`src/core/hbi_pkg.sv`:
```
// shared constants, carrier types and helper math for the interpolation chain
// assumes one 40 MHz clock, synchronous active-low reset and an AXI4-Lite host
//
// Functional notes
// - sideband bit 0 gives the high-side image, 1 gives the spectrally inverted low-side image; a set duplicate bit overrides it.
// - the duplicate bit drops incoming Q, freezes the Q datapath and sends I to both outputs.
// - first-stage mode codes 00 and 01 are unmodulated, centred at 0 and 0.5 of its input rate.
// - first-stage mode codes 10 and 11 shift the signal by the stage input rate (1.0 and 1.5).
// - bit 0 of the first-stage control register bypasses that stage, default in use.
// - second-stage codes 000000 to 011011 are unmodulated, centres 0, 0.25, 0.5, 0.75 of rate.
// - second-stage codes 100100 to 111111 modulate by the input rate, centres 1.0 to 1.75.
// - bit 0 of the second-stage control register bypasses that stage, default in use.
// - third-stage codes 000000 to 011011 are unmodulated, centres 0, 0.25, 0.5, 0.75 of rate.
// - third-stage codes 100100 to 111111 modulate by the input rate, centres 1.0 to 1.75.
// - bit 0 of the third-stage control register bypasses that stage, default in use.
// - an eight-bit read-only register returns a fixed part identification value.

package hbi_pkg;

   // ------------------------------------------------------------
   // carrier
   // ------------------------------------------------------------
   typedef struct packed {
      logic signed [15:0] i;
      logic signed [15:0] q;
   } hbi_iq_type;

   // ------------------------------------------------------------
   // register map (index, byte address is four times the index)
   // ------------------------------------------------------------
   localparam int AXI_AW = 12;
   localparam logic [7:0] IDX_DATAPATH = 8'h1b;
   localparam logic [7:0] IDX_STAGE1 = 8'h1c;
   localparam logic [7:0] IDX_STAGE2 = 8'h1d;
   localparam logic [7:0] IDX_STAGE3 = 8'h1e;
   localparam logic [7:0] IDX_PART_ID = 8'h1f;
   localparam logic [7:0] IDX_STATUS = 8'h20;
   localparam int BYPASS_BIT = 0;
   localparam int MODE_LSB = 1;
   localparam int DUP_BIT = 0;
   localparam int SIDEBAND_BIT = 1;
   localparam logic [7:0] CTRL_RESET = 8'h00;
   localparam logic [7:0] S1_MASK = 8'h07;
   localparam logic [7:0] S23_MASK = 8'h7f;
   localparam logic [7:0] DP_MASK = 8'h03;
   localparam logic [1:0] RESP_OKAY = 2'h0;
   localparam logic [1:0] RESP_SLVERR = 2'h2;

   // ------------------------------------------------------------
   // datapath constants
   // ------------------------------------------------------------
   localparam logic signed [15:0] COS45 = 16'sh5a82;

   // true when an AXI byte address selects register index idx
   function automatic logic hbi_hit(logic [AXI_AW-1:0] addr, logic [7:0] idx);
      return addr[AXI_AW-1:2] == {2'h0, idx};
   endfunction

   // keep the old Q part while the Q path is frozen
   function automatic hbi_iq_type hbi_keep_q(hbi_iq_type n, hbi_iq_type o, logic hold);
      return '{i: n.i, q: (hold ? o.q : n.q)};
   endfunction

   // midpoint of two samples, the interpolated tap of the short half-band
   function automatic hbi_iq_type hbi_avg(hbi_iq_type a, hbi_iq_type b);
      logic signed [16:0] si;
      logic signed [16:0] sq;
      si = (17'(a.i) + 17'(b.i)) >>> 1;
      sq = (17'(a.q) + 17'(b.q)) >>> 1;
      return '{i: si[15:0], q: sq[15:0]};
   endfunction

   // rotate by ph eighths of a turn; -32768 negation wraps
   function automatic hbi_iq_type hbi_rotate(hbi_iq_type x, logic [2:0] ph);
      hbi_iq_type r;
      logic signed [16:0] d;
      logic signed [16:0] s;
      logic signed [32:0] pd;
      logic signed [32:0] ps;
      d = 17'(x.i) - 17'(x.q);
      s = 17'(x.i) + 17'(x.q);
      pd = 33'(d) * 33'(COS45);
      ps = 33'(s) * 33'(COS45);
      r = x;
      if (ph[0]) begin
         r = '{i: pd[30:15], q: ps[30:15]};
      end
      unique case (ph[2:1])
         2'h0: return r;
         2'h1: return '{i: -r.q, q: r.i};
         2'h2: return '{i: -r.i, q: -r.q};
         2'h3: return '{i: r.q, q: -r.i};
      endcase
   endfunction

endpackage

```
`src/core/hbi_chain.sv`:
```
// three-stage interpolation chain with modulator output options and registers
// assumes AXI4-Lite masters keep one write and one read outstanding at most
//
// The AXI4-Lite interface to the registers was left to the implementer.

module hbi_chain import hbi_pkg::*; #(
   parameter logic [7:0] PART_ID = 8'ha5, // arbitrary value
   parameter int BUF_DEPTH = 2
) (
   input wire logic aclk,
   input wire logic aresetn,
   input wire logic [AXI_AW-1:0] s_axi_awaddr,
   input wire logic s_axi_awvalid,
   output logic s_axi_awready,
   input wire logic [31:0] s_axi_wdata,
   input wire logic [3:0] s_axi_wstrb,
   input wire logic s_axi_wvalid,
   output logic s_axi_wready,
   output logic [1:0] s_axi_bresp,
   output logic s_axi_bvalid,
   input wire logic s_axi_bready,
   input wire logic [AXI_AW-1:0] s_axi_araddr,
   input wire logic s_axi_arvalid,
   output logic s_axi_arready,
   output logic [31:0] s_axi_rdata,
   output logic [1:0] s_axi_rresp,
   output logic s_axi_rvalid,
   input wire logic s_axi_rready,
   input wire logic sample_valid,
   input wire hbi_iq_type sample_data,
   output logic sample_ready,
   output logic dac_valid,
   output hbi_iq_type dac_data,
   input wire logic dac_ready
);

   // ------------------------------------------------------------
   // declarations
   // ------------------------------------------------------------
   logic [7:0] datapath_q;
   logic [7:0] stage1_ctrl_q;
   logic [7:0] stage2_ctrl_q;
   logic [7:0] stage3_ctrl_q;
   logic wr_start;
   logic rd_start;
   logic wr_fire;
   logic rd_fire;
   logic [7:0] wbyte;
   logic [7:0] status;
   logic dup_mode;
   logic low_side;
   hbi_iq_type in_word;
   logic buf_valid;
   hbi_iq_type buf_data;
   logic buf_ready;
   logic s1_valid;
   hbi_iq_type s1_data;
   logic s1_ready;
   logic s2_valid;
   hbi_iq_type s2_data;
   logic s2_ready;
   logic s3_valid;
   hbi_iq_type s3_data;
   logic s3_ready;
   logic [2:0] s1_step;
   logic [2:0] s2_step;
   logic [2:0] s3_step;
   logic [1:0] active_stages;

   // ------------------------------------------------------------
   // mode decoding
   // ------------------------------------------------------------

   // output option bits
   assign dup_mode = datapath_q[DUP_BIT];
   assign low_side = datapath_q[SIDEBAND_BIT];

   // first stage: code steps a quarter of its output rate,
   // upper code bit adds the half-turn shift by the input rate
   assign s1_step = {stage1_ctrl_q[MODE_LSB+1], stage1_ctrl_q[MODE_LSB], 1'b0};

   // later stages: the 3-bit half of the repeated code steps an
   // eighth of the output rate, its top bit is the modulation
   assign s2_step = stage2_ctrl_q[MODE_LSB+2:MODE_LSB];
   assign s3_step = stage3_ctrl_q[MODE_LSB+2:MODE_LSB];

   // number of stages in use, read back in the status register
   assign active_stages = 2'(!stage1_ctrl_q[BYPASS_BIT])
                        + 2'(!stage2_ctrl_q[BYPASS_BIT])
                        + 2'(!stage3_ctrl_q[BYPASS_BIT]);

   // status word: active stage count, buffer and output state
   assign status = {3'h0, !sample_ready, dac_valid, 1'b0, active_stages};

   // ------------------------------------------------------------
   // AXI4-Lite write channel
   // ------------------------------------------------------------

   // accept address and data together once no response is pending
   assign wr_start = s_axi_awvalid && s_axi_wvalid && !s_axi_awready && !s_axi_bvalid;
   assign wr_fire = s_axi_awready && s_axi_awvalid && s_axi_wvalid;
   assign wbyte = s_axi_wstrb[0] ? s_axi_wdata[7:0] : 8'h00;

   // one-cycle ready pulses
   always_ff @(posedge aclk) begin
      if (!aresetn) begin
         s_axi_awready <= 1'b0;
         s_axi_wready <= 1'b0;
      end else begin
         s_axi_awready <= wr_start;
         s_axi_wready <= wr_start;
      end
   end

   // write response, error for an address that decodes to nothing
   always_ff @(posedge aclk) begin
      if (!aresetn) begin
         s_axi_bvalid <= 1'b0;
         s_axi_bresp <= RESP_OKAY;
      end else if (wr_fire) begin
         s_axi_bvalid <= 1'b1;
         if (hbi_hit(s_axi_awaddr, IDX_DATAPATH) || hbi_hit(s_axi_awaddr, IDX_STAGE1)
             || hbi_hit(s_axi_awaddr, IDX_STAGE2) || hbi_hit(s_axi_awaddr, IDX_STAGE3)
             || hbi_hit(s_axi_awaddr, IDX_PART_ID) || hbi_hit(s_axi_awaddr, IDX_STATUS)) begin
            s_axi_bresp <= RESP_OKAY;
         end else begin
            s_axi_bresp <= RESP_SLVERR;
         end
      end else if (s_axi_bready) begin
         s_axi_bvalid <= 1'b0;
      end
   end

   // ------------------------------------------------------------
   // control registers
   // ------------------------------------------------------------

   // output option register: sideband and I-to-Q duplicate
   always_ff @(posedge aclk) begin
      if (!aresetn) begin
         datapath_q <= CTRL_RESET;
      end else if (wr_fire && hbi_hit(s_axi_awaddr, IDX_DATAPATH) && s_axi_wstrb[0]) begin
         datapath_q <= wbyte & DP_MASK;
      end
   end

   // first-stage control: mode [2:1], bypass [0]
   always_ff @(posedge aclk) begin
      if (!aresetn) begin
         stage1_ctrl_q <= CTRL_RESET;
      end else if (wr_fire && hbi_hit(s_axi_awaddr, IDX_STAGE1) && s_axi_wstrb[0]) begin
         stage1_ctrl_q <= wbyte & S1_MASK;
      end
   end

   // second-stage control: mode [6:1], bypass [0]
   always_ff @(posedge aclk) begin
      if (!aresetn) begin
         stage2_ctrl_q <= CTRL_RESET;
      end else if (wr_fire && hbi_hit(s_axi_awaddr, IDX_STAGE2) && s_axi_wstrb[0]) begin
         stage2_ctrl_q <= wbyte & S23_MASK;
      end
   end

   // third-stage control: mode [6:1], bypass [0]
   always_ff @(posedge aclk) begin
      if (!aresetn) begin
         stage3_ctrl_q <= CTRL_RESET;
      end else if (wr_fire && hbi_hit(s_axi_awaddr, IDX_STAGE3) && s_axi_wstrb[0]) begin
         stage3_ctrl_q <= wbyte & S23_MASK;
      end
   end

   // ------------------------------------------------------------
   // AXI4-Lite read channel
   // ------------------------------------------------------------

   assign rd_start = s_axi_arvalid && !s_axi_arready && !s_axi_rvalid;
   assign rd_fire = s_axi_arready && s_axi_arvalid;

   // one-cycle address ready pulse
   always_ff @(posedge aclk) begin
      if (!aresetn) begin
         s_axi_arready <= 1'b0;
      end else begin
         s_axi_arready <= rd_start;
      end
   end

   // read data mux, narrow registers sit in the low byte
   always_ff @(posedge aclk) begin
      if (!aresetn) begin
         s_axi_rvalid <= 1'b0;
         s_axi_rdata <= '0;
         s_axi_rresp <= RESP_OKAY;
      end else if (rd_fire) begin
         s_axi_rvalid <= 1'b1;
         s_axi_rresp <= RESP_OKAY;
         if (hbi_hit(s_axi_araddr, IDX_DATAPATH)) begin
            s_axi_rdata <= {24'h0, datapath_q};
         end else if (hbi_hit(s_axi_araddr, IDX_STAGE1)) begin
            s_axi_rdata <= {24'h0, stage1_ctrl_q};
         end else if (hbi_hit(s_axi_araddr, IDX_STAGE2)) begin
            s_axi_rdata <= {24'h0, stage2_ctrl_q};
         end else if (hbi_hit(s_axi_araddr, IDX_STAGE3)) begin
            s_axi_rdata <= {24'h0, stage3_ctrl_q};
         end else if (hbi_hit(s_axi_araddr, IDX_PART_ID)) begin
            s_axi_rdata <= {24'h0, PART_ID};
         end else if (hbi_hit(s_axi_araddr, IDX_STATUS)) begin
            s_axi_rdata <= {24'h0, status};
         end else begin
            s_axi_rdata <= '0;
            s_axi_rresp <= RESP_SLVERR;
         end
      end else if (s_axi_rready) begin
         s_axi_rvalid <= 1'b0;
      end
   end

   // ------------------------------------------------------------
   // input buffer
   // ------------------------------------------------------------

   // incoming Q is dropped while duplicating I
   assign in_word = '{i: sample_data.i, q: (dup_mode ? 16'sh0000 : sample_data.q)};

   hbi_skid #(
      .W($bits(hbi_iq_type)),
      .DEPTH(BUF_DEPTH)
   ) u_buf (
      .aclk(aclk),
      .aresetn(aresetn),
      .in_valid(sample_valid),
      .in_data(in_word),
      .in_ready(sample_ready),
      .out_valid(buf_valid),
      .out_data(buf_data),
      .out_ready(buf_ready)
   );

   // ------------------------------------------------------------
   // interpolation stages, first to third
   // ------------------------------------------------------------

   // first stage
   hbi_stage u_stage1 (
      .aclk(aclk),
      .aresetn(aresetn),
      .bypass(stage1_ctrl_q[BYPASS_BIT]),
      .phase_step(s1_step),
      .hold_q(dup_mode),
      .in_valid(buf_valid),
      .in_data(buf_data),
      .in_ready(buf_ready),
      .out_valid(s1_valid),
      .out_data(s1_data),
      .out_ready(s1_ready)
   );

   // second stage runs at the first stage's output rate
   hbi_stage u_stage2 (
      .aclk(aclk),
      .aresetn(aresetn),
      .bypass(stage2_ctrl_q[BYPASS_BIT]),
      .phase_step(s2_step),
      .hold_q(dup_mode),
      .in_valid(s1_valid),
      .in_data(s1_data),
      .in_ready(s1_ready),
      .out_valid(s2_valid),
      .out_data(s2_data),
      .out_ready(s2_ready)
   );

   // third stage runs at the second stage's output rate
   hbi_stage u_stage3 (
      .aclk(aclk),
      .aresetn(aresetn),
      .bypass(stage3_ctrl_q[BYPASS_BIT]),
      .phase_step(s3_step),
      .hold_q(dup_mode),
      .in_valid(s2_valid),
      .in_data(s2_data),
      .in_ready(s2_ready),
      .out_valid(s3_valid),
      .out_data(s3_data),
      .out_ready(s3_ready)
   );

   // ------------------------------------------------------------
   // modulator output toward the converters
   // ------------------------------------------------------------

   assign s3_ready = !dac_valid || dac_ready;

   // duplicate mode copies I onto Q; otherwise low side conjugates the output
   always_ff @(posedge aclk) begin
      if (!aresetn) begin
         dac_valid <= 1'b0;
         dac_data <= '0;
      end else if (s3_ready) begin
         dac_valid <= s3_valid;
         if (s3_valid && dup_mode) begin
            dac_data <= '{i: s3_data.i, q: s3_data.i};
         end else if (s3_valid && low_side) begin
            dac_data <= '{i: s3_data.i, q: -s3_data.q};
         end else if (s3_valid) begin
            dac_data <= s3_data;
         end
      end
   end

endmodule // hbi_chain

```
`src/core/hbi_skid.sv`:
```
// two-entry buffer with valid and ready on both sides
// assumes depth is a power of two; input ready is registered
module hbi_skid import hbi_pkg::*; #(
   parameter int W = 32,
   parameter int DEPTH = 2
) (
   input wire logic aclk,
   input wire logic aresetn,
   input wire logic in_valid,
   input wire logic [W-1:0] in_data,
   output logic in_ready,
   output logic out_valid,
   output logic [W-1:0] out_data,
   input wire logic out_ready
);
   localparam int PW = $clog2(DEPTH);
   logic [W-1:0] mem [DEPTH];
   logic [PW-1:0] wr_q;
   logic [PW-1:0] rd_q;
   logic [PW:0] cnt_q;
   logic [PW:0] cnt_d;
   logic push;
   logic pop;

   // handshakes on each side
   assign push = in_valid && in_ready;
   assign pop = out_valid && out_ready;
   assign out_valid = cnt_q != '0;
   assign out_data = mem[rd_q];
   assign cnt_d = cnt_q + (PW+1)'(push) - (PW+1)'(pop);

   // pointers and fill level
   always_ff @(posedge aclk) begin
      if (!aresetn) begin
         wr_q <= '0;
         rd_q <= '0;
         cnt_q <= '0;
         in_ready <= 1'b0;
      end else begin
         wr_q <= wr_q + PW'(push);
         rd_q <= rd_q + PW'(pop);
         cnt_q <= cnt_d;
         in_ready <= cnt_d != (PW+1)'(DEPTH);
      end
   end

   // storage
   always_ff @(posedge aclk) begin
      if (push) begin
         mem[wr_q] <= in_data;
      end
   end
endmodule // hbi_skid

```
`src/core/hbi_stage.sv`:
```
// one 2x half-band interpolation stage with output frequency shift
// assumes the step is in eighths of a turn per output sample
module hbi_stage import hbi_pkg::*; (
   input wire logic aclk,
   input wire logic aresetn,
   input wire logic bypass,
   input wire logic [2:0] phase_step,
   input wire logic hold_q,
   input wire logic in_valid,
   input wire hbi_iq_type in_data,
   output logic in_ready,
   output logic out_valid,
   output hbi_iq_type out_data,
   input wire logic out_ready
);
   hbi_iq_type prev_q;
   hbi_iq_type cur_q;
   logic pend_q;
   logic [2:0] acc_q;
   logic advance;

   assign advance = !out_valid || out_ready;
   assign in_ready = advance && !pend_q;

   // two outputs per input unless bypassed: midpoint first, then the sample itself; one output per input in bypass
   always_ff @(posedge aclk) begin
      if (!aresetn) begin
         out_valid <= 1'b0;
         out_data <= '0;
         prev_q <= '0;
         cur_q <= '0;
         pend_q <= 1'b0;
         acc_q <= '0;
      end else if (advance) begin
         if (pend_q) begin
            out_data <= hbi_keep_q(hbi_rotate(cur_q, acc_q), out_data, hold_q);
            acc_q <= acc_q + phase_step;
            pend_q <= 1'b0;
            out_valid <= 1'b1;
         end else if (in_valid && bypass) begin
            out_data <= hbi_keep_q(in_data, out_data, hold_q);
            out_valid <= 1'b1;
         end else if (in_valid) begin
            out_data <= hbi_keep_q(hbi_rotate(hbi_avg(in_data, prev_q), acc_q),
                                   out_data, hold_q);
            acc_q <= acc_q + phase_step;
            prev_q <= hbi_keep_q(in_data, prev_q, hold_q);
            cur_q <= hbi_keep_q(in_data, cur_q, hold_q);
            pend_q <= 1'b1;
            out_valid <= 1'b1;
         end else begin
            out_valid <= 1'b0;
         end
      end
   end
endmodule // hbi_stage

```
`config.mk`:
```
export PLATFORM = sky130hd
export DESIGN_NAME = hbi_chain
export DESIGN_NICKNAME = d
export VERILOG_FILES = /design/src/core/hbi_pkg.sv /design/src/core/hbi_chain.sv /design/src/core/hbi_skid.sv /design/src/core/hbi_stage.sv
export SDC_FILE = /design/constraint.sdc
export NUM_CORES = 2
export LEC_CHECK = 0
export ABC_AREA = 1
export ABC_CLOCK_PERIOD_IN_PS = 23100
export BUFFER_PORTS_ARGS = -buffer_cell sky130_fd_sc_hd__buf_2
export CAP_MARGIN = 40
export CORE_MARGIN = 5
export CORE_UTILIZATION = 65
export CTS_CLUSTER_SIZE = 10
export DETAILED_ROUTE_END_ITERATION = 6
export PLACE_DENSITY = 0.87
export SYNTH_ARGS = -nofsm -noshare
export SYNTH_HDL_FRONTEND = slang
export SYNTH_HIERARCHICAL = 1
export SYNTH_SLANG_ARGS = --single-unit
```
`constraint.sdc`:
```
create_clock -name aclk -period 23.1 [get_ports aclk]
set_input_delay 6.93 -clock aclk [delete_from_list [all_inputs] [get_ports aclk]]
set_output_delay 6.93 -clock aclk [all_outputs]
set_load 0.05 [all_outputs]
```
==> results.sh <==
export IMPL_path_max_fanout=17
export IMPL_ys_flop_type="dfxtp_1"
export IMPL_path_delay_family="adder cells"
export IMPL_crit_required_ns=23.62
export IMPL_grt_overflow=0
export IMPL_skew_ns=0.0314
export IMPL_crit_buf_inv=6
export IMPL_fp_dieW_um=383
export IMPL_ant_nets=0
export IMPL_final_common_cell="inv_1"
export IMPL_synth_seq_cells=343
export IMPL_dr_pass1_iters=7
export IMPL_period_minus_slack_ns=10.89
export IMPL_rr_worst_depth=49
export IMPL_antenna_found_initial=14
export IMPL_slowest_stage="dfxtp_2"
export IMPL_rsz0062_at_grt="no"
export IMPL_io_buffers=117
export IMPL_cts_resized=0
export IMPL_area_growth_syn_to_layout_pct=4.03
export IMPL_ys_warnings_count=6
export IMPL_cts_root_buf="clkbuf_16"
export IMPL_layout_drive_gt1_share_pct=6.23
export IMPL_holdCritPathClass="reg2reg"
export IMPL_dp_hpwl_mm=240
export IMPL_cp_start_kind="flip-flop"
export IMPL_ys_top_cells_by_area="ha_1 (24%), fa_1 (17%), inv_1 (10%), nand2_1 (9.6%), dfxtp_1 (6.2%)"
export IMPL_worstSetupPathType="reg2reg"
export IMPL_status="finished clean"
export IMPL_placementRows=137
export IMPL_grtUsageTotal_pct=38.4
export IMPL_htreeDepth=2
export IMPL_yosysTopAreaCell="ha_1"
export IMPL_die_y_um=383
export IMPL_drc=0
export IMPL_whs_endpoint="stage2_ctrl_q[6]"
export IMPL_syn_cell_area_um2=90600
export IMPL_setup_tns_ns=0
export IMPL_grt_pass1_wl_mm=455
export IMPL_hold_violations=0
export IMPL_grt_pass1_vias=86516
export IMPL_yosysTopAreaCellShare_pct=23.5
export IMPL_min_from="stage2_ctrl_q[6]"
export IMPL_postCtsSetupBuffers=0
export IMPL_dr_wl_met3_mm=29.1
export IMPL_gp_congestion=1.05
export IMPL_yosysSeqAreaShare_pct=8.28
export IMPL_ios=176
export IMPL_finalNetCount=15122
export IMPL_endpoint_kind="flip-flop"
export IMPL_max_cap_viol_count=0
export IMPL_clock_sinks=343
export IMPL_whs_path_depth=2
export IMPL_period_share_pct=47.1
export IMPL_tightest_slew_ns=1.02
export IMPL_slew_viol_final=0
export IMPL_grt_max_degree=103
export IMPL_relSlewSlack_pct=31.9
export IMPL_start_util_pct=65.2
export IMPL_cts_tree="yes"
export IMPL_worst_path_most_repeated_cell="nand2_1"
export IMPL_met1_length_mm=111
export IMPL_hold_buffers=0
export IMPL_clock_path_buffers=3
export IMPL_max_freq_mhz=91.8
export IMPL_wl_met2_mm=128
export IMPL_worstSkewPairLatency_ns=0.65
export IMPL_cts_reportedPaths_clkPinSlew_ns=0.06
export IMPL_postSynthCellCount=12586
export IMPL_rrSetupSlack_ns=12.21
export IMPL_synth_edf_count=64
export IMPL_cp_arrival_ns=11.41
export IMPL_wl_per_cell_um=19.9
export IMPL_ys_async_sr_fraction_pct=0
export IMPL_dr_first_iter_drc_count=9216
export IMPL_layout_common_cells="inv_1 (2503), nand2_1 (2329), ha_1 (1704), nand3_1 (805), a21oi_1 (769)"
export IMPL_setup_viol=0
export IMPL_numCtsBuffers=44
export IMPL_vias=86389
export IMPL_r2r_end="u_stage1/out_data[12]"
export IMPL_syn_avg_cell_area_um2=7.20
export IMPL_synth_distinct_cells=78
export IMPL_top_layer="met5"
export IMPL_slowest_delay_ns=0.71
export IMPL_vias_per_cell=5.97
export IMPL_coreArea_um2=139000
export IMPL_die_area_um2=147000
export IMPL_wl_mm=288
==> per-stage QoR <==
| step | setup WS (ns) | cell area [µm²] | std cells | util (%) | hold WS [ns] |
|---|---|---|---|---|---|
| 3_3_place_gp | 12.24 | 92700 | 14361 | 66.7 | 0.425 |
| 6_report | 12.21 | 94300 | 14459 | 67.8 | 0.442 |
| 2_1_floorplan | 14.15 | 90700 | 12612 | - | 0.424 |
| 3_5_place_dp | 12.25 | 92900 | 14380 | 66.8 | 0.433 |
| 4_1_cts | 12.32 | 94300 | 14452 | 67.8 | 0.439 |
| 5_1_grt | 11.42 | 94300 | 14453 | 67.8 | 0.456 |
==> layout make-up <==
type | instances | area (µm²)
Multi-Input combinational cell | 9388 | 72100
Fill cell | 11703 | 44700
Inverter | 2578 | 9680
Sequential cell | 343 | 7520
Tap cell | 1876 | 2350
Timing Repair Buffer | 196 | 1270
Clock buffer | 60 | 1200
Clock inverter | 12 | 165
Antenna cell | 6 | 15.0
==> logic make-up after synthesis <==
family	after synthesis	share of synthesized area, %
simple gates	4610	23.1
buf+inv	2881	12.3
fa+ha+maj	2470	40.4
compound gates	1884	11.7
xor+xnor	365	3.61
flops	343	8.28
mux	32	0.522
other cells	1	0.00414
==> worst reg2reg max path: cells and delay by family, from the launching register on <==
family	cells	cell delay, ns
adders and majority gates	9	3.90
xor gates and xnor gates	2	0.87
AOI/OAI and AO/OA	10	1.83
buffers and inverters	6	0.83
DFF	1	0.71
muxes	1	0.24
and+or+nand+nor	21	2.42
==> metal layers <==
metal	global-route usage [%]	vias up
met1	47.6	40524
met4	21.9	8
met3	7.98	1071
met5	0	-
met2	62.4	4434
li1	-	40352
==> cell usage after synthesis (42+ instances only) <==
library cell  count
dfxtp_1         279
o21bai_1         77
xnor2_1          47
o21ai_0         614
nand4_1         121
inv_1          2504
clkbuf_1        179
a21o_1           42
nand3_2          66
nand3_1         805
buf_2            61
o211ai_1         53
nand2_2         129
ha_1           1704
fa_1            766
nor3_1          105
nor2_1          752
xor2_1          309
nor2_2           47
nand3b_1         66
inv_2            59
a21oi_1         769
nand2_1        2329
edfxtp_1         64
o21ai_1          72
==> worst max path at each step <==
stage               startpoint               endpoint  slack, ns  cells past startpoint
CTS                  flip-flop  u_stage1/out_data[31]      12.32                     50
detailed placement   dac_ready     u_stage1/cur_q[13]      12.25                     15
global route         flip-flop  u_stage1/out_data[15]      11.42                     50
finish               flip-flop  u_stage1/out_data[12]      12.21                     49
floorplan            dac_ready     u_stage2/cur_q[10]      14.15                     12
global placement     flip-flop  u_stage1/out_data[31]      12.24                     49
==> registers in the layout, summed over array words and instances (netlist names), 2 cells and up, named ones only <==
signal	cells
u_stage2/acc_q	3
u_buf/cnt_q	2
u_stage3/acc_q	3
dac_data	32
u_stage3/out_data	32
stage3_ctrl_q	7
u_stage3/cur_q	32
u_stage1/acc_q	3
datapath_q	2
u_buf/mem	64
u_stage2/out_data	32
stage2_ctrl_q	7
u_stage1/cur_q	32
s_axi_rdata	8
u_stage1/out_data	32
stage1_ctrl_q	3
u_stage2/cur_q	32
Power is left out: the tool's default activity adds up to more than one toggle a clock period on the data nets, which glitch-free logic cannot reach.
